### src/verilog/dmo_pkg.sv
// Contract
// - dll switches off entering self-refresh, re-enabled and reset on exit
// - output-off bit 0 lets reads drive outputs; 1 keeps data and strobes off (code: reads only, calibration drive modes still drive)
// - calibration field 000 exit, 001 drive1, 010 drive0, 100 adjust, 111 default
// - code beats step pull-up, pull-down or both by one; others reserved
// - driver strength spans 16 steps, saturates at limits, shared by all lines
// - code beats taken first to last, never reordered by burst type
// - drive mode outputs on a fixed delay after enter and after exit
// - termination off in self-refresh, control pin ignored there
// - asserted termination pin connects termination at the nominal setting
// - activate: select and row strobe low, column strobe and write enable high
// - read or write accepted after activate, held additive latency 0 to 6
package dmo_pkg;
  // mode register selector on the bank bits
  localparam logic [1:0] SEL_MR = 2'h0;
  localparam logic [1:0] SEL_EMR1 = 2'h1;
  localparam logic [1:0] SEL_EMR2 = 2'h2;
  localparam logic [1:0] SEL_EMR3 = 2'h3;
  // field positions
  localparam int MR_DLL_RESET_POS = 8;
  localparam int MR_BL_LSB = 0;
  localparam logic [2:0] MR_BL4 = 3'h2;
  localparam int EMR1_DLL_OFF_POS = 0;
  localparam int EMR1_RTT0_POS = 2;
  localparam int EMR1_RTT1_POS = 6;
  localparam int EMR1_AL_LSB = 3;
  localparam int EMR1_OCD_LSB = 7;
  localparam int EMR1_QOFF_POS = 12;
  localparam int PRE_ALL_POS = 10;
  // calibration field codes
  localparam logic [2:0] OCD_EXIT = 3'h0;
  localparam logic [2:0] OCD_DRV1 = 3'h1;
  localparam logic [2:0] OCD_DRV0 = 3'h2;
  localparam logic [2:0] OCD_ADJ = 3'h4;
  localparam logic [2:0] OCD_DEFAULT = 3'h7;
  // code word: first_code_beat in bit 3, last_code_beat in bit 0
  localparam int FIRST_CODE_BEAT_POS = 3;
  localparam int LAST_CODE_BEAT_POS = 0;
  localparam int CODE_W = 4;
  // timing
  localparam int CLK_PS = 5000;
  localparam int DLL_LOCK_CK = 200;
  localparam int OIT_NS = 12;
  localparam int OIT_CYC = (OIT_NS * 1000 + CLK_PS - 1) / CLK_PS;
  localparam int AL_MAX = 6;
  localparam int DRV_STEPS = 16;
  localparam logic [3:0] DRV_STEP_INIT = 4'h8;
  localparam logic [3:0] DRV_STEP_MAX = 4'(DRV_STEPS - 1);
  // calibration state
  typedef enum logic [3:0] {
    DMO_OCD_IDLE = 4'h1,
    DMO_OCD_DRV1 = 4'h2,
    DMO_OCD_DRV0 = 4'h4,
    DMO_OCD_ADJ = 4'h8
  } dmo_ocd_t;
endpackage : dmo_pkg

### src/verilog/dmo_stream_if.sv
`timescale 1ns/1ps
interface dmo_stream_if #(parameter int W = 4);
  logic valid;
  logic ready;
  logic [W-1:0] data;
  modport src (output valid, output data, input ready);
  modport snk (input valid, input data, output ready);
endinterface : dmo_stream_if

### src/verilog/dmo_buf.sv
`timescale 1ns/1ps
module dmo_buf #(
  parameter int W = 4,
  parameter int DEPTH = 2
) (
  input wire logic clk_sys,
  input wire logic nrst,
  dmo_stream_if.snk s,
  dmo_stream_if.src m
);
  localparam int AW = (DEPTH > 1) ? $clog2(DEPTH) : 1;
  localparam int CW = $clog2(DEPTH + 1);
  localparam logic [CW-1:0] FULL = CW'(DEPTH);
  logic [W-1:0] mem [DEPTH];
  logic [AW-1:0] wp, rp, next_wp, next_rp;
  logic [CW-1:0] cnt, next_cnt;
  logic push, pop;

  // honest flags: ready drops only when both entries hold words
  assign s.ready = (cnt != FULL);
  assign m.valid = (cnt != '0);
  assign m.data = mem[rp];
  assign push = s.valid && s.ready;
  assign pop = m.valid && m.ready;

  function automatic logic [AW-1:0] wrap_inc(input logic [AW-1:0] p);
    wrap_inc = (p == AW'(DEPTH - 1)) ? '0 : p + 1'b1;
  endfunction : wrap_inc

  // pointer and fill level
  always_comb begin
    next_wp = push ? wrap_inc(wp) : wp;
    next_rp = pop ? wrap_inc(rp) : rp;
    next_cnt = cnt + CW'(push) - CW'(pop);
  end

  always_ff @(posedge clk_sys or negedge nrst) begin
    if (!nrst) begin
      wp <= '0;
      rp <= '0;
      cnt <= '0;
    end else begin
      wp <= next_wp;
      rp <= next_rp;
      cnt <= next_cnt;
    end
  end

  // storage needs no reset, read is gated by valid
  always_ff @(posedge clk_sys) begin
    if (push) begin
      mem[wp] <= s.data;
    end
  end
endmodule : dmo_buf

### src/verilog/dmo_top.sv
`timescale 1ns/1ps
module dmo_top #(
  parameter int ROW_W = 14,
  parameter int BUF_DEPTH = 2
) (
  input wire logic clk_sys,
  input wire logic nrst,
  input wire logic ck_pin,
  input wire logic cke_pin,
  input wire logic cs_n_pin,
  input wire logic ras_n_pin,
  input wire logic cas_n_pin,
  input wire logic we_n_pin,
  input wire logic [2:0] ba_pin,
  input wire logic [13:0] addr_pin,
  input wire logic odt_pin,
  input wire logic code_valid,
  input wire logic [3:0] code_word,
  output logic code_ready,
  input wire logic read_drive,
  output logic out_oe_n,
  output logic dq_level,
  output logic dqs_level,
  output logic dqs_n_level,
  output logic [3:0] pullup_step,
  output logic [3:0] pulldown_step,
  output logic code_reserved,
  output logic dll_enabled,
  output logic dll_locked,
  output logic self_refresh,
  output logic odt_on,
  output logic [1:0] rtt_sel,
  output logic [2:0] additive_latency,
  output logic burst_len4,
  output logic [13:0] emr2,
  output logic [13:0] emr3,
  output logic act_valid,
  output logic [2:0] act_bank,
  output logic [ROW_W-1:0] act_row,
  output logic col_valid,
  output logic col_write,
  output logic [2:0] col_bank,
  output logic [7:0] bank_open
);
  localparam int PW = 24;
  // idle pins: ck high so a clock already high at release is no rise, command deselected
  localparam logic [PW-1:0] PIN_IDLE = {1'b1, 1'b0, 4'hf, 1'b0, 3'h0, 14'h0000};
  localparam int OIT_A = dmo_pkg::OIT_CYC;
  localparam int AL_N = dmo_pkg::AL_MAX;

  // two-flop capture of every pin, ck included
  logic [PW-1:0] pin_s1, pin_s2;
  logic ck_s3;
  always_ff @(posedge clk_sys or negedge nrst) begin
    if (!nrst) begin
      pin_s1 <= PIN_IDLE;
      pin_s2 <= PIN_IDLE;
      ck_s3 <= 1'b1;
    end else begin
      pin_s1 <= {ck_pin, cke_pin, cs_n_pin, ras_n_pin, cas_n_pin, we_n_pin, odt_pin, ba_pin, addr_pin};
      pin_s2 <= pin_s1;
      ck_s3 <= pin_s2[23];
    end
  end

  logic ck_rise, cke, cs_n, ras_n, cas_n, we_n, odt_s;
  logic [2:0] ba;
  logic [13:0] ad;
  // all pins share one sync depth so they stay aligned to the ck edge
  assign {cke, cs_n, ras_n, cas_n, we_n, odt_s, ba, ad} = pin_s2[22:0];
  assign ck_rise = pin_s2[23] && !ck_s3;

  logic cmd_on, c_mrs, c_act, c_pre, c_ref, c_rd, c_wr;
  assign cmd_on = ck_rise && !cs_n && !self_refresh;
  assign c_mrs = cmd_on && !ras_n && !cas_n && !we_n;
  assign c_act = cmd_on && !ras_n && cas_n && we_n;
  assign c_pre = cmd_on && !ras_n && cas_n && !we_n;
  assign c_ref = cmd_on && !ras_n && !cas_n && we_n;
  assign c_rd = cmd_on && ras_n && !cas_n && we_n;
  assign c_wr = cmd_on && ras_n && !cas_n && !we_n;
  // lock restarts must not be overtaken by the lock counter in the same cycle
  logic dll_rst, sr_enter;
  assign dll_rst = c_mrs && (ba[1:0] == dmo_pkg::SEL_MR) && ad[dmo_pkg::MR_DLL_RESET_POS];
  assign sr_enter = c_ref && !cke;

  // code beats pass through the two-entry buffer; drained only in adjust
  dmo_stream_if #(.W(dmo_pkg::CODE_W)) in_if ();
  dmo_stream_if #(.W(dmo_pkg::CODE_W)) out_if ();
  assign in_if.valid = code_valid;
  assign in_if.data = code_word;
  assign code_ready = in_if.ready;
  dmo_buf #(.W(dmo_pkg::CODE_W), .DEPTH(BUF_DEPTH)) u_buf (
    .clk_sys(clk_sys),
    .nrst(nrst),
    .s(in_if),
    .m(out_if)
  );

  function automatic logic [3:0] sat_step(input logic [3:0] v, input logic inc, input logic dec);
    if (inc && v != dmo_pkg::DRV_STEP_MAX) begin
      sat_step = v + 4'h1;
    end else if (dec && v != 4'h0) begin
      sat_step = v - 4'h1;
    end else begin
      sat_step = v;
    end
  endfunction : sat_step

  dmo_pkg::dmo_ocd_t ocd, next_ocd;
  logic dll_off, next_dll_off, qoff, next_qoff, next_self_refresh, drive_on, next_drive_on;
  logic [1:0] next_rtt_sel;
  logic [2:0] next_al, al_ce;
  logic next_burst_len4, next_code_reserved, next_act_valid, next_col_valid, next_col_write;
  logic next_dll_locked, drive_tgt, pop, bad;
  logic [7:0] lock_cnt, next_lock_cnt, next_bank_open;
  logic [3:0] oit_cnt, next_oit_cnt, next_pullup, next_pulldown, w;
  logic [13:0] next_emr2, next_emr3;
  logic [2:0] next_act_bank, next_col_bank;
  logic [ROW_W-1:0] next_act_row;
  logic [AL_N-1:0] pv, next_pv, pw, next_pw;
  logic [2:0] pb [AL_N];
  logic [2:0] next_pb [AL_N];

  assign drive_tgt = (ocd == dmo_pkg::DMO_OCD_DRV1) || (ocd == dmo_pkg::DMO_OCD_DRV0);
  assign pop = (ocd == dmo_pkg::DMO_OCD_ADJ) && out_if.valid;
  assign out_if.ready = (ocd == dmo_pkg::DMO_OCD_ADJ);
  assign w = out_if.data; // beat order fixed, burst type never consulted
  // both halves of a pair set at once is reserved
  assign bad = (w[0] && w[1]) || (w[2] && w[3]);
  assign al_ce = additive_latency;

  // next state of mode registers, calibration, dll, banks and column pipe
  always_comb begin
    next_ocd = ocd;
    next_dll_off = dll_off;
    next_qoff = qoff;
    next_rtt_sel = rtt_sel;
    next_al = additive_latency;
    next_burst_len4 = burst_len4;
    next_emr2 = emr2;
    next_emr3 = emr3;
    next_self_refresh = self_refresh;
    next_lock_cnt = lock_cnt;
    next_dll_locked = dll_locked;
    next_pullup = pullup_step;
    next_pulldown = pulldown_step;
    next_code_reserved = 1'b0;
    next_oit_cnt = oit_cnt;
    next_drive_on = drive_on;
    next_bank_open = bank_open;
    next_act_valid = 1'b0;
    next_act_bank = act_bank;
    next_act_row = act_row;
    next_col_valid = 1'b0;
    next_col_write = col_write;
    next_col_bank = col_bank;
    next_pv = pv;
    next_pw = pw;
    next_pb = pb;
    if (c_mrs) begin
      unique case (ba[1:0])
        dmo_pkg::SEL_MR: begin
          next_burst_len4 = (ad[dmo_pkg::MR_BL_LSB +: 3] == dmo_pkg::MR_BL4);
          if (ad[dmo_pkg::MR_DLL_RESET_POS]) begin
            next_lock_cnt = '0; // relock window starts
            next_dll_locked = 1'b0;
          end
        end
        dmo_pkg::SEL_EMR1: begin
          next_dll_off = ad[dmo_pkg::EMR1_DLL_OFF_POS];
          next_qoff = ad[dmo_pkg::EMR1_QOFF_POS];
          next_rtt_sel = {ad[dmo_pkg::EMR1_RTT1_POS], ad[dmo_pkg::EMR1_RTT0_POS]};
          next_al = ad[dmo_pkg::EMR1_AL_LSB +: 3];
          // calibration field decode
          unique case (ad[dmo_pkg::EMR1_OCD_LSB +: 3])
            dmo_pkg::OCD_DRV1: next_ocd = dmo_pkg::DMO_OCD_DRV1;
            dmo_pkg::OCD_DRV0: next_ocd = dmo_pkg::DMO_OCD_DRV0;
            dmo_pkg::OCD_ADJ: next_ocd = dmo_pkg::DMO_OCD_ADJ;
            dmo_pkg::OCD_DEFAULT: begin
              next_ocd = dmo_pkg::DMO_OCD_IDLE;
              next_pullup = dmo_pkg::DRV_STEP_INIT;
              next_pulldown = dmo_pkg::DRV_STEP_INIT;
            end
            default: next_ocd = dmo_pkg::DMO_OCD_IDLE; // exit; reserved codes treated alike
          endcase
        end
        dmo_pkg::SEL_EMR2: next_emr2 = ad;
        dmo_pkg::SEL_EMR3: next_emr3 = ad;
      endcase
    end
    // self-refresh: refresh with cke low enters, cke high at an edge exits
    if (sr_enter) begin
      next_self_refresh = 1'b1;
      next_lock_cnt = '0; // dll switched off on entry
      next_dll_locked = 1'b0;
    end else if (self_refresh && ck_rise && cke) begin
      next_self_refresh = 1'b0;
      next_lock_cnt = '0; // dll reset on exit
      next_dll_locked = 1'b0;
    end
    if (ck_rise && dll_enabled && !dll_locked && !dll_rst && !sr_enter) begin
      next_lock_cnt = lock_cnt + 8'h1;
      next_dll_locked = (lock_cnt == 8'(dmo_pkg::DLL_LOCK_CK - 1));
    end
    // one shared setting for all lines, saturating at the ends
    if (pop) begin
      if (bad) begin
        next_code_reserved = 1'b1;
      end else begin
        next_pullup = sat_step(pullup_step, w[0], w[1]);
        next_pulldown = sat_step(pulldown_step, w[2], w[3]);
      end
    end
    // outputs follow the drive state one fixed delay later
    if (drive_tgt != drive_on) begin
      if (oit_cnt == 4'h0) begin
        next_oit_cnt = 4'(OIT_A - 1);
      end else if (oit_cnt == 4'h1) begin
        next_drive_on = drive_tgt;
        next_oit_cnt = 4'h0;
      end else begin
        next_oit_cnt = oit_cnt - 4'h1;
      end
      if (OIT_A == 1) begin
        next_drive_on = drive_tgt;
      end
    end else begin
      next_oit_cnt = 4'h0;
    end
    if (c_act) begin
      next_bank_open[ba] = 1'b1;
      next_act_valid = 1'b1;
      next_act_bank = ba;
      next_act_row = ad[ROW_W-1:0];
    end
    if (c_pre) begin
      if (ad[dmo_pkg::PRE_ALL_POS]) begin
        next_bank_open = '0;
      end else begin
        next_bank_open[ba] = 1'b0;
      end
    end
    // column commands wait additive latency ck edges before going inside
    if (ck_rise) begin
      for (int i = 0; i < AL_N; i++) begin
        next_pv[i] = (i + 1 < AL_N) ? pv[(i + 1) % AL_N] : 1'b0;
        next_pw[i] = (i + 1 < AL_N) ? pw[(i + 1) % AL_N] : 1'b0;
        next_pb[i] = (i + 1 < AL_N) ? pb[(i + 1) % AL_N] : 3'h0;
      end
      if ((c_rd || c_wr) && al_ce == 3'h0) begin
        next_col_valid = 1'b1;
        next_col_write = c_wr;
        next_col_bank = ba;
      end else if (pv[0]) begin
        next_col_valid = 1'b1;
        next_col_write = pw[0];
        next_col_bank = pb[0];
      end
      if ((c_rd || c_wr) && al_ce != 3'h0 && al_ce <= 3'(AL_N)) begin
        next_pv[al_ce - 3'h1] = 1'b1;
        next_pw[al_ce - 3'h1] = c_wr;
        next_pb[al_ce - 3'h1] = ba;
      end
    end
  end

  always_ff @(posedge clk_sys or negedge nrst) begin
    if (!nrst) begin
      ocd <= dmo_pkg::DMO_OCD_IDLE;
      dll_off <= 1'b0;
      qoff <= 1'b0;
      rtt_sel <= 2'h0;
      additive_latency <= 3'h0;
      burst_len4 <= 1'b0;
      emr2 <= 14'h0000;
      emr3 <= 14'h0000;
      self_refresh <= 1'b0;
      lock_cnt <= 8'h00;
      dll_locked <= 1'b0;
      pullup_step <= dmo_pkg::DRV_STEP_INIT;
      pulldown_step <= dmo_pkg::DRV_STEP_INIT;
      code_reserved <= 1'b0;
      oit_cnt <= 4'h0;
      drive_on <= 1'b0;
      bank_open <= 8'h00;
      act_valid <= 1'b0;
      act_bank <= 3'h0;
      act_row <= '0;
      col_valid <= 1'b0;
      col_write <= 1'b0;
      col_bank <= 3'h0;
      pv <= '0;
      pw <= '0;
      for (int i = 0; i < AL_N; i++) begin
        pb[i] <= 3'h0;
      end
    end else begin
      ocd <= next_ocd;
      dll_off <= next_dll_off;
      qoff <= next_qoff;
      rtt_sel <= next_rtt_sel;
      additive_latency <= next_al;
      burst_len4 <= next_burst_len4;
      emr2 <= next_emr2;
      emr3 <= next_emr3;
      self_refresh <= next_self_refresh;
      lock_cnt <= next_lock_cnt;
      dll_locked <= next_dll_locked;
      pullup_step <= next_pullup;
      pulldown_step <= next_pulldown;
      code_reserved <= next_code_reserved;
      oit_cnt <= next_oit_cnt;
      drive_on <= next_drive_on;
      bank_open <= next_bank_open;
      act_valid <= next_act_valid;
      act_bank <= next_act_bank;
      act_row <= next_act_row;
      col_valid <= next_col_valid;
      col_write <= next_col_write;
      col_bank <= next_col_bank;
      pv <= next_pv;
      pw <= next_pw;
      pb <= next_pb;
    end
  end

  // output levels and termination; qoff masks reads but not calibration drive
  logic next_odt_on, next_oe_n, next_dq;
  always_comb begin
    next_oe_n = !((read_drive && !qoff) || drive_on);
    next_dq = (ocd == dmo_pkg::DMO_OCD_DRV1);
    next_odt_on = odt_s && !self_refresh && (rtt_sel != 2'h0);
  end
  always_ff @(posedge clk_sys or negedge nrst) begin
    if (!nrst) begin
      out_oe_n <= 1'b1;
      dq_level <= 1'b0;
      odt_on <= 1'b0;
    end else begin
      out_oe_n <= next_oe_n;
      dq_level <= next_dq;
      odt_on <= next_odt_on;
    end
  end
  assign dqs_level = dq_level;
  assign dqs_n_level = !dq_level;
  assign dll_enabled = !dll_off && !self_refresh;

  property p_qoff;
    @(posedge clk_sys) disable iff (!nrst) (qoff && !drive_on) |=> (out_oe_n || drive_on);
  endproperty
  a_qoff: assert property (p_qoff) else $error("outputs driven with output-off set");

  property p_drive_delay;
    @(posedge clk_sys) disable iff (!nrst) ($rose(drive_tgt) && !drive_on) |-> ##OIT_A (drive_on || !drive_tgt);
  endproperty
  a_drive_delay: assert property (p_drive_delay) else $error("drive mode outputs late");

  property p_drive_early;
    @(posedge clk_sys) disable iff (!nrst) $rose(drive_tgt) |=> !drive_on;
  endproperty
  a_drive_early: assert property (p_drive_early) else $error("drive mode outputs early");

  property p_step_sat;
    @(posedge clk_sys) disable iff (!nrst)
      (pop && !bad && w[0] && pullup_step == dmo_pkg::DRV_STEP_MAX) |=> pullup_step == dmo_pkg::DRV_STEP_MAX;
  endproperty
  a_step_sat: assert property (p_step_sat) else $error("pull-up step wrapped");

  property p_step_inc;
    @(posedge clk_sys) disable iff (!nrst)
      (pop && w == 4'h4 && pulldown_step != dmo_pkg::DRV_STEP_MAX) |=> pulldown_step == $past(pulldown_step) + 4'h1;
  endproperty
  a_step_inc: assert property (p_step_inc) else $error("pull-down did not step up");

  property p_odt_sr;
    @(posedge clk_sys) disable iff (!nrst) self_refresh ##1 self_refresh |-> !odt_on;
  endproperty
  a_odt_sr: assert property (p_odt_sr) else $error("termination on in self-refresh");

  property p_odt_on;
    @(posedge clk_sys) disable iff (!nrst) (odt_s && !self_refresh && rtt_sel != 2'h0) |=> odt_on;
  endproperty
  a_odt_on: assert property (p_odt_on) else $error("termination not connected");

  property p_dll_sr;
    @(posedge clk_sys) disable iff (!nrst) self_refresh |-> (!dll_enabled && !dll_locked);
  endproperty
  a_dll_sr: assert property (p_dll_sr) else $error("dll active in self-refresh");

  property p_al0;
    @(posedge clk_sys) disable iff (!nrst) ((c_rd || c_wr) && additive_latency == 3'h0) |=> col_valid && col_bank == $past(ba);
  endproperty
  a_al0: assert property (p_al0) else $error("column command not issued at zero latency");

  property p_act;
    @(posedge clk_sys) disable iff (!nrst) c_act |=> act_valid && bank_open[act_bank] && act_bank == $past(ba);
  endproperty
  a_act: assert property (p_act) else $error("activate not recorded");

  property p_exit;
    @(posedge clk_sys) disable iff (!nrst)
      (c_mrs && ba[1:0] == dmo_pkg::SEL_EMR1 && ad[9:7] == dmo_pkg::OCD_EXIT) |=> ocd == dmo_pkg::DMO_OCD_IDLE && !out_if.ready;
  endproperty
  a_exit: assert property (p_exit) else $error("calibration exit not taken");
endmodule : dmo_top
### config.mk
export PLATFORM = sky130hd
export DESIGN_NAME = dmo_top
export DESIGN_NICKNAME = d
export VERILOG_FILES = /design/src/verilog/dmo_pkg.sv /design/src/verilog/dmo_stream_if.sv /design/src/verilog/dmo_buf.sv /design/src/verilog/dmo_top.sv
export SDC_FILE = /design/constraint.sdc
export NUM_CORES = 1
export LEC_CHECK = 0
export ABC_AREA = 1
export BUFFER_PORTS_ARGS = -buffer_cell sky130_fd_sc_hd__buf_2
export CAP_MARGIN = 20
export CORE_MARGIN = 4
export CORE_UTILIZATION = 46
export DETAILED_ROUTE_END_ITERATION = 8
export GPL_TIMING_DRIVEN = 0
export MAX_ROUTING_LAYER = met4
export PLACE_DENSITY = 0.68
export SLEW_MARGIN = 10
export SYNTH_ARGS = -nofsm -noshare
export SYNTH_HDL_FRONTEND = slang
export SYNTH_SLANG_ARGS = --single-unit
### constraint.sdc
create_clock -name clk_sys -period 4 [get_ports clk_sys]
set_input_delay 0.2 -clock clk_sys [delete_from_list [all_inputs] [get_ports clk_sys]]
set_output_delay 0.2 -clock clk_sys [all_outputs]
set_load 0.03 [all_outputs]
# == After elaboration in Yosys (flattened, before gate mapping) ==
# Memory sizes are Yosys's and may differ from the RTL's.
# Index checks and enable logic that the tools add are counted.
# totals
reg_bits,181
ram_bits,8
input_bits,32
out_inout_bits,83
mem_count,1
# memory_table
memory,words,word_bits,read_ports,rd_clocked_by_memory_dff,write_ports,line_no,rtl
u_buf.mem,2,4,1,0,1,dmo_buf.sv:14,logic [W-1:0] mem [DEPTH];
# op_classes
n_addsub,11
n_lt_le_gt_ge,7
n_eq_ne,19
mux,60
bitwise,6
reduce_logical,79
# op_table
cell,n
8-bit two-way mux,9
4-bit two-way mux,17
1-bit logical AND,41
1-bit two-way mux,22
4-bit nonzero test,5
18-bit bitwise mux,1
18-bit two-way mux,1
"4-bit != test, second input constant",4
1-bit zero test,14
6-bit two-way mux,2
4-bit case mux with 3 select lines,1
"4-bit by 1-bit subtractor with 4-bit output, second input constant",3
2-bit AND reduction,5
3-bit demux with 3-bit select,1
3-bit two-way mux,3
"4-bit by 1-bit adder with 4-bit output, second input constant",2
"8-bit by 1-bit adder with 8-bit output, second input constant",1
8-bit AND,1
"8-bit equality test, second input constant",1
"3-bit by 4-bit < comparator with 1-bit output, second input constant",2
8-bit inverter,1
8-bit OR,1
2-bit nonzero test,4
6-bit bitwise mux,1
29 further kinds,39

# == Logic depth before layout (Yosys ltp) ==
# Gate-level depths: netlist (run 1).
# logic_depth
word_depth,14
depth_mapped,13

# == Modules after synthesis ==
# From an unflattened synthesis (run 1), not the netlist that was laid out.
# unflattened
hier_cells,855
area_unflattened_um2,7928.9
# modules_own_cells
mod,instances,cells_each,area_each_um2,seq_area_each_um2
dmo_top,1,803,7412.1,4448.0
dmo_buf,1,52,516.7,340.3

# == Worst setup path before layout (run 1) ==
# Ideal clock, no wire load.
# synth_timing
path_type,reg2reg
start,register additive_latency[0]
end,register pw[0]
setup_time_ns,0.077
t_arrival_ns,1.851
path_slack_ns,2.071
path_stages_with_launch,9
n_path_buf,0
path_cell_list,dfrtp_1 inv_1 ha_1 xnor2_1 nand2_1 nor2_1 nand2_2 or2_0 a21oi_1
# synth_via
elab_chain_cells,7
# synth_lines
item,line_no,rtl
"start, declared",dmo_top.sv:33,"output logic [2:0] additive_latency,"
"start signal, assigned",dmo_top.sv:302,additive_latency <= next_al;
3-bit by 1-bit subtractor with 3-bit output,dmo_top.sv:261,next_pw[al_ce - 3'h1] = c_wr;
3-bit by 4-bit < comparator with 1-bit output (implied by the code) / 3-bit by 1-bit greater-or-equal comparator with 1-bit output (equally long branches),dmo_top.sv:261,
1-bit logical AND (implied by the code),dmo_top.sv:261,
1-bit two-way mux (implied by the code),dmo_top.sv:261,
1-bit demux with 3-bit select,dmo_top.sv:261,
6-bit bitwise mux,dmo_top.sv:261,
6-bit two-way mux (*),dmo_top.sv:259,if ((c_rd || c_wr) && al_ce != 3'h0 && al_ce <= 3'(AL_N)) begin
"end signal, assigned",dmo_top.sv:322,pw <= next_pw;
"end, declared",dmo_top.sv:120,"logic [AL_N-1:0] pv, next_pv, pw, next_pw;"
# Every way passes the cells marked *; elsewhere a longest branch is shown, timed or not.
# A chain may end at the register's enable or synchronous reset.

# == Worst setup path after layout (run 1) ==
# layout_timing
start,register u_buf.rp
end,register pulldown_step[3]
# layout_via
elab_chain_cells,5
# layout_lines
item,line_no,rtl
"start, declared",dmo_buf.sv:15,"logic [AW-1:0] wp, rp, next_wp, next_rp;"
"start signal, assigned",dmo_buf.sv:44,rp <= next_rp;
memory 2 x 4 bit (*),--,
1-bit logical AND (on tied branches),"dmo_top.sv:100, dmo_top.sv:129",
4-bit two-way mux / 1-bit logical OR (equally long branches),"dmo_top.sv:100, dmo_top.sv:129",
4-bit two-way mux,dmo_top.sv:207,if (bad) begin
4-bit two-way mux,dmo_top.sv:206,if (pop) begin
"end signal, assigned",dmo_top.sv:281,pulldown_step <= dmo_pkg::DRV_STEP_INIT;
"end signal, assigned",dmo_top.sv:310,pulldown_step <= next_pulldown;
"end, declared",dmo_top.sv:26,"output logic [3:0] pulldown_step,"
# Marks and branches as above.

==> summary.txt, run 1 <==
STA
  – FMAX: 480 MHz
  – Relative slew slack: a little under three fifths
  – Final period util: 52.1%
  – Final clock skew: 0.0161 ns
  – Max-slew violations: 0
  – RSZ-0062 raised after global routing: false
  – Final Hold Viols: 0
  – Setup violators final: 0
  – Tmin final: 2.08 ns
  – Setup TNS: 0 ns
  – Pin slew with the least headroom to its limit: 0.660 ns

Pwr
  – NetSw: 1.71 mW
  – Worst VDD drop: approximately 0.38 mV
  – Clock network fraction of design power: about a third
  – Int Power: ~3.4 mW
  – Sw frac: 33.4%
  – Comb power frac: 21.2%
  – Power Dens Cells: 537 nW/um^2
  – Sequential share of power: 45.6%
  – Overall Power: 5.13 mW
  – Static leakage power: a little under 5 nW

Place
  – Port bufs: 114
  – RePlAce Congestion: 0.876
  – Dpl hpwl: approximately 12000 um
  – Cells after DPL: 1129

Finish
  – Post-layout net count: approximately 1000
  – ANT cells: 0
  – Fin cells: 1191
  – Filler Cell Count: approximately 1400
  – Area delta synth->final: 22.9%
  – Layout cells sized above 1: 21.8%
  – Final Util: approximately 58%

Worst setup path
  – Flop2flop setup slack: 1.92 ns
  – Crit path launch: u_buf.rp$_DFFE_PN0P_
  – CP endpoint kind: flop
  – CP max-delay cell: dfrtp_1
  – Startpoint Class: flop
  – Critical path fanouts, max: 7
  – Levels on crit path: 11
  – Crit path kind: reg2reg
  – Worst stage delay on the critical path: 0.46 ns
  – CP most frequent cell: nand2_1
  – R2R depth: 11
  – Worst R2R Start: u_buf.rp$_DFFE_PN0P_
  – WP data required: 4.37 ns
  – Crit path DAT: 2.46 ns
  – Worst Setup EP: pulldown_step[3]$_DFFE_PN1P_
  – Critical-path cell list: o21ai_0 -> nand2_1 -> ha_1 -> nand2_1 -> nand2_1 -> nor2_1 -> inv_1 -> nand3_1 -> nand3_1 -> nand3_1 -> nand2_1
  – Worst Path Buf+Inv: 1
  – Reg2reg end: pulldown_step[3]$_DFFE_PN1P_
  – Delay-heaviest family, CP: simple AND/OR/NAND/NOR gates

Job
  – Max-cap violations: 0

Clock network
  – Worst-Skew Late Latency: 0.44 ns
  – PostCTS Resize Cnt: 0
  – Reg clk slew, reported paths: 0.07 ns
  – Sinks on Clock Net: approximately 190
  – CTS tree: yes
  – CTS Root Cell: clkbuf_16
  – Htree depth: 4
  – Post-CTS Setup Bufs: 0
  – Cts bufs inserted: 17
  – Clock tree buffer depth: 2

Synth
  – Synth warnings: 0
  – Syn Std Cell Area: roughly 7800 sq um
  – Synth top area cells: dfrtp_1, nand2_1, dfstp_2
  – Register area share after synthesis: 61.6%
  – Most frequent cell after synthesis: nand2_1
  – Top FF cell, synth: dfrtp_1
  – Syn Inst Count: 794
  – Avg Inst Size Synth: 9.79 sq um
  – Flop and latch count out of synthesis: 189
  – Post-synth EDFFs: 8
  – Syn_nets: 841
  – FFs w/ async S/R, synth: 95.8%
  – Synth area leader: dfrtp_1
  – Netlist cell types: 44
  – Post-synth top cells: nand2_1, dfrtp_1, nor2_1, inv_1, nand3_1
  – Yosys top cell area share: 53.5%

Floorplanning
  – Num rows: 47
  – Die W: about 140 um
  – Core Box Area: approximately 17000 sq um
  – IO Count: 115
  – Overall die height: 138 um
  – Initial core utilization: 46.9%
  – Die area: around 19000 sq um

Global route
  – GR Util All Layers: 20.9%
  – Vias in the first global route: approximately 5800
  – GRT Residual Overflow: 0
  – Initial antenna violation count: 0
  – Largest net degree at the start of global routing: 94
  – Global-route wire length before repair: 29800 um

Worst hold path
  – Worst hold-check path type: in2reg

Route
  – DRT iter0 DRCs: 453
  – TritonRoute pass-1 iters: 5
  – Wire length per cell: approximately 15 um
  – Routed WL: 18000 um
  – DR vias: 5912
  – Vias/cell: a little under 5
  – DRC: 0
  – Final ANT Viol Nets: 0

Outcome
  – Status: finished, final reports clean
-- layout make-up --
class | count | area, sq um | share of cell area (%)
Tap cell | 220 | 275 | 2.88
Buffer | 20 | 113 | 1.18
Clock inverter | 15 | 168 | 1.76
Multi-Input combinational cell | 502 | 2560 | 26.8
Clock buffer | 17 | 425 | 4.46
Inverter | 83 | 312 | 3.26
Timing Repair Buffer | 145 | 908 | 9.52
Sequential cell | 189 | 4790 | 50.2
-- power groups by stage --
stage               clock network, mW  logic (mW)  registers (mW)
floorplan                           0       0.538            2.56
global placement                    0        1.04            2.37
detailed placement                  0        1.07            2.37
CTS                              1.74        1.10            2.34
global route                     1.82        1.23            2.37
finish                           1.70        1.09            2.34
-- what timing repair did --
item                       in CTS  in global routing
hold buffers                   30                  0
hold endpoints to repair      120                  0
setup endpoints to repair       0                  0
-- tightest hold or removal path, delay by kind of cell --
kind          cells  cell delay, ns
buf+inv           2            0.15
simple gates      3            0.18
-- state kept, by name, indices dropped and copies added (netlist names), 6 cells and up --
signal,cells
pb,18
bank_open,8
emr2,14
pin_s1,24
act_row,14
lock_cnt,8
pw,6
emr3,14
pv,6
u_buf.mem,8
pin_s2,24
-- stage by stage --
| stage | setup slack, ns | instance area (sq um) | hold slack (ns) |
|---|---|---|---|
| floorplan | 2.07 | 7770 | -0.0956 |
| global placement | -0.148 | 8620 | 0.306 |
| detailed placement | 1.95 | 8650 | 0.252 |
| CTS | 1.91 | 9550 | 0.149 |
| global route | 1.68 | 9550 | 0.173 |
| finish | 1.92 | 9550 | 0.147 |
-- cells by family (layout without fill, tap and decap cells) --
| group | after synthesis | after routing | synth area share (%) |
|---|---|---|---|
| buffers and inverters | 103 | 280 | 5.46 |
| DFF | 189 | 189 | 61.6 |
| adders and majority gates | 15 | 15 | 2.61 |
| AOI/OAI and AO/OA | 127 | 127 | 9.48 |
| and+or+nand+nor | 345 | 345 | 19.1 |
| xor gates and xnor gates | 15 | 15 | 1.69 |
-- cells in the final DEF, fill, tap and decap left out, drive strengths merged, types with 11 or more instances in the layout --
master and instances:
nand3 52, nand2 186, ha 13, clkbuf 25
nor2 84, o22ai 11, buf 127, dfstp 15
o21ai 72, dfrtp 166, a21oi 30, inv 92
dlygate4sd3 30
-- per-layer routing --
layer	vias to the layer above	share of wire, %	track usage, %
met5	-	0	-
met4	0	2.5	8.34
met3	25	4.0	3.88
met2	147	49	32.8
met1	2836	44	27.2
li1	2904	-	-
-- how the worst min path moves through the flow --
stage,startpoint,to,depth (start not counted)
after floorplan,nrst,act_bank[0]$_DFFE_PN0N_,0
after global placement,cs_n_pin,pin_s1[21]$_DFF_PN1_,1
after detailed placement,nrst,pin_s2[16]$_DFF_PN0_,1
after CTS,code_valid,u_buf.cnt[0]$_DFF_PN0_,4
after global routing,code_valid,u_buf.cnt[0]$_DFF_PN0_,4
final,code_valid,u_buf.wp$_DFFE_PN0P_,5
(Power assumes the default switching activity.)
==> run 2, diff against run 1 <==
--- a/config.mk
+++ b/config.mk
@@ -13,7 +13,7 @@
 export DETAILED_ROUTE_END_ITERATION = 8
 export GPL_TIMING_DRIVEN = 0
 export MAX_ROUTING_LAYER = met4
-export PLACE_DENSITY = 0.68
+export PLACE_DENSITY = 0.7
 export SLEW_MARGIN = 10
 export SYNTH_ARGS = -nofsm -noshare
 export SYNTH_HDL_FRONTEND = slang
==> constraint.sdc (replaced) <==
create_clock -name clk_sys -period 1.75 [get_ports clk_sys]
set_input_delay 0.0875 -clock clk_sys [delete_from_list [all_inputs] [get_ports clk_sys]]
set_output_delay 0.0875 -clock clk_sys [all_outputs]
set_load 0.03 [all_outputs]
==> summary.txt, run 2 (synthesis results as in run 1) <==
Outcome
  – Status: finished, final reports clean

Route
  – TritonRoute pass-1 iters: 5
  – WL met2: 9560 um
  – DRT iter0 DRCs: 418
  – DRC: 0
  – Top layer in use: met4
  – Routed WL: about 19000 um
  – DR vias: 6169
  – Final ANT Viol Nets: 0
  – Wire length per cell: 15.6 um
  – Met3 WL post-DR: 786 um
  – Routed length on met1: between 8000 and 9000 um
  – Vias/cell: about 5.1

STA
  – Final worst slack: roughly 0.0059 ns
  – Relative slew slack: 61.8%
  – Hold WS: 0.0489 ns
  – Pin slew with the least headroom to its limit: 0.572 ns
  – Max-slew violations: 0
  – Final period util: 99.7%
  – RSZ-0062 raised after global routing: true
  – Final Hold Viols: 0
  – Final clock skew: 0.00803 ns
  – Setup TNS: 0 ns
  – Tmin final: roughly 1.7 ns
  – FMAX: between 500 and 600 MHz
  – Setup violators final: 0

Finish
  – Commonest non-fill, non-tap cell in the layout: dfrtp_1
  – Final Util: 62.6%
  – Layout cells sized above 1: 32.1%
  – ANT cells: 0
  – Area of the multi-input gates: 3020 sq um
  – Most frequent cells in the layout: dfrtp_1, nand2_1, buf_2, inv_1, nor2_1
  – Largest regs: pin_s1: 24 flops, pin_s2: 24 flops, pb: 18 flops
  – Reg area: between 4000 and 5000 sq um
  – Filler Cell Count: 1359
  – Post-layout net count: just over 1000
  – Area delta synth->final: 33.6%
  – Fin cells: 1218

Floorplanning
  – Num rows: 47
  – IO Count: 115
  – Die W: approximately 140 um
  – Overall die height: 138 um
  – Die area: approximately 19000 sq um
  – Core Box Area: 16600 sq um
  – Initial core utilization: 46.9%

Place
  – Cells after DPL: between 1000 and 1500
  – Port bufs: 114
  – Dpl hpwl: between 10000 and 15000 um
  – DP Worst Slack: -0.269 ns
  – RePlAce Congestion: 0.892

Pwr
  – Sequential share of power: 43.7%
  – Power Dens Cells: 1190 nW/um^2
  – Static leakage power: 5.14 nW
  – Int Power: approximately 8.4 mW
  – Comb power frac: 24.6%
  – Sw frac: 32.0%
  – NetSw: around 4 mW
  – Clock network fraction of design power: 31.7%
  – Worst VDD drop: 0.848 mV

Global route
  – Vias in the first global route: 5825
  – GRT Residual Overflow: 0
  – GR Util All Layers: 20.9%
  – Initial antenna violation count: 0
  – Global-route wire length before repair: 29800 um
  – Largest net degree at the start of global routing: 106

Worst setup path
  – WP data required: 2.07 ns
  – Crit path kind: reg2reg
  – Startpoint Class: flop
  – Critical path fanouts, max: 5
  – CP endpoint kind: flop
  – Crit path DAT: slightly above 2 ns
  – R2R depth: 10

Clock network
  – Clock tree buffer depth: 2
  – Cts bufs inserted: 17
  – CTS tree: yes
  – Reg clk slew, reported paths: 0.06 ns
  – Worst-Skew Late Latency: 0.43 ns
  – Htree depth: 4
  – CTS Root Cell: clkbuf_16
  – Sinks on Clock Net: 189

Job
  – Max-cap violations: 0

Worst hold path
  – Worst hold-check path type: in2reg
  – Hold path depth: 5
==> run 2: cell count changes in the layout (fill, tap and decap cells not counted), sizes merged <==
cell      previous run  this run
clkbuf              25        30
clkinvlp             1         2
inv                 92        84
a31oi                5         6
bufinv               1         3
buf                127       153
==> run 2: repair_timing <==
item / 4_1_cts / 5_1_grt
pin swaps: 4 / 24
buffers inserted: 10 / 17
endpoints found under the setup margin: 109 / 109
hold buffers: 30 / 0
resized for setup: 33 / 98
hold endpoints to repair: 108 / 0
cloned: 1 / 2
==> run 2: final timing paths <==
kind | from | to | slack (ns)
hold reg to reg | pin_s1[3]$_DFF_PN0_ | pin_s2[3]$_DFF_PN0_ | 0.34
hold / removal | code_valid | u_buf.wp$_DFFE_PN0P_ | 0.05
max in group asynchronous | nrst | additive_latency[0]$_DFFE_PN0P_ | 0.61
setup / recovery | pin_s2[23]$_DFF_PN1_ | lock_cnt[7]$_DFFE_PN0P_ | 0.006
setup reg to reg | pin_s2[23]$_DFF_PN1_ | lock_cnt[7]$_DFFE_PN0P_ | 0.006
min in group asynchronous | nrst | pin_s2[16]$_DFF_PN0_ | 0.23
==> run 2: worst max-delay path, cell delays in order, from the launching register on <==
cell and delay [ns]:
dfstp_2 0.53, inv_2 0.04, nor2_4 0.13, nand3_4 0.10
nor2_4 0.14, nand2_4 0.11, nor2_4 0.16, nand2_4 0.11
clkbuf_16 0.19, nand3_1 0.07, nand2_1 0.05
==> run 2: cell type report <==
cell class	instances	share of cell area (%)
Buffer	20	1.70
Clock buffer	19	4.38
Inverter	83	3.10
Tap cell	220	2.65
Clock inverter	10	1.33
Multi-Input combinational cell	503	29.1
Sequential cell	189	46.2
Timing Repair Buffer	174	11.5
==> run 2: metal layers <==
| metal | global-route usage [%] | vias up |
|---|---|---|
| li1 | - | 2970 |
| met1 | 27.5 | 3027 |
| met2 | 33.0 | 145 |
| met3 | 4.03 | 27 |
| met4 | 6.97 | 0 |
| met5 | - | - |
==> run 2: through the flow <==
stage	instance area, sq um	total power, mW
final	10400	12.4
after CTS	9810	12.1
after floorplan	7820	7.14
after detailed placement	8700	7.96
after global routing	10400	13.0
after global placement	8670	7.86
==> run 2: power groups by stage <==
| stage | logic, mW | registers, mW | clock network, mW |
|---|---|---|---|
| 2_1_floorplan | 1.28 | 5.86 | 0 |
| 3_3_place_gp | 2.44 | 5.42 | 0 |
| 3_5_place_dp | 2.52 | 5.43 | 0 |
| 4_1_cts | 2.73 | 5.36 | 3.97 |
| 5_1_grt | 3.34 | 5.47 | 4.16 |
| 6_report | 3.04 | 5.40 | 3.92 |
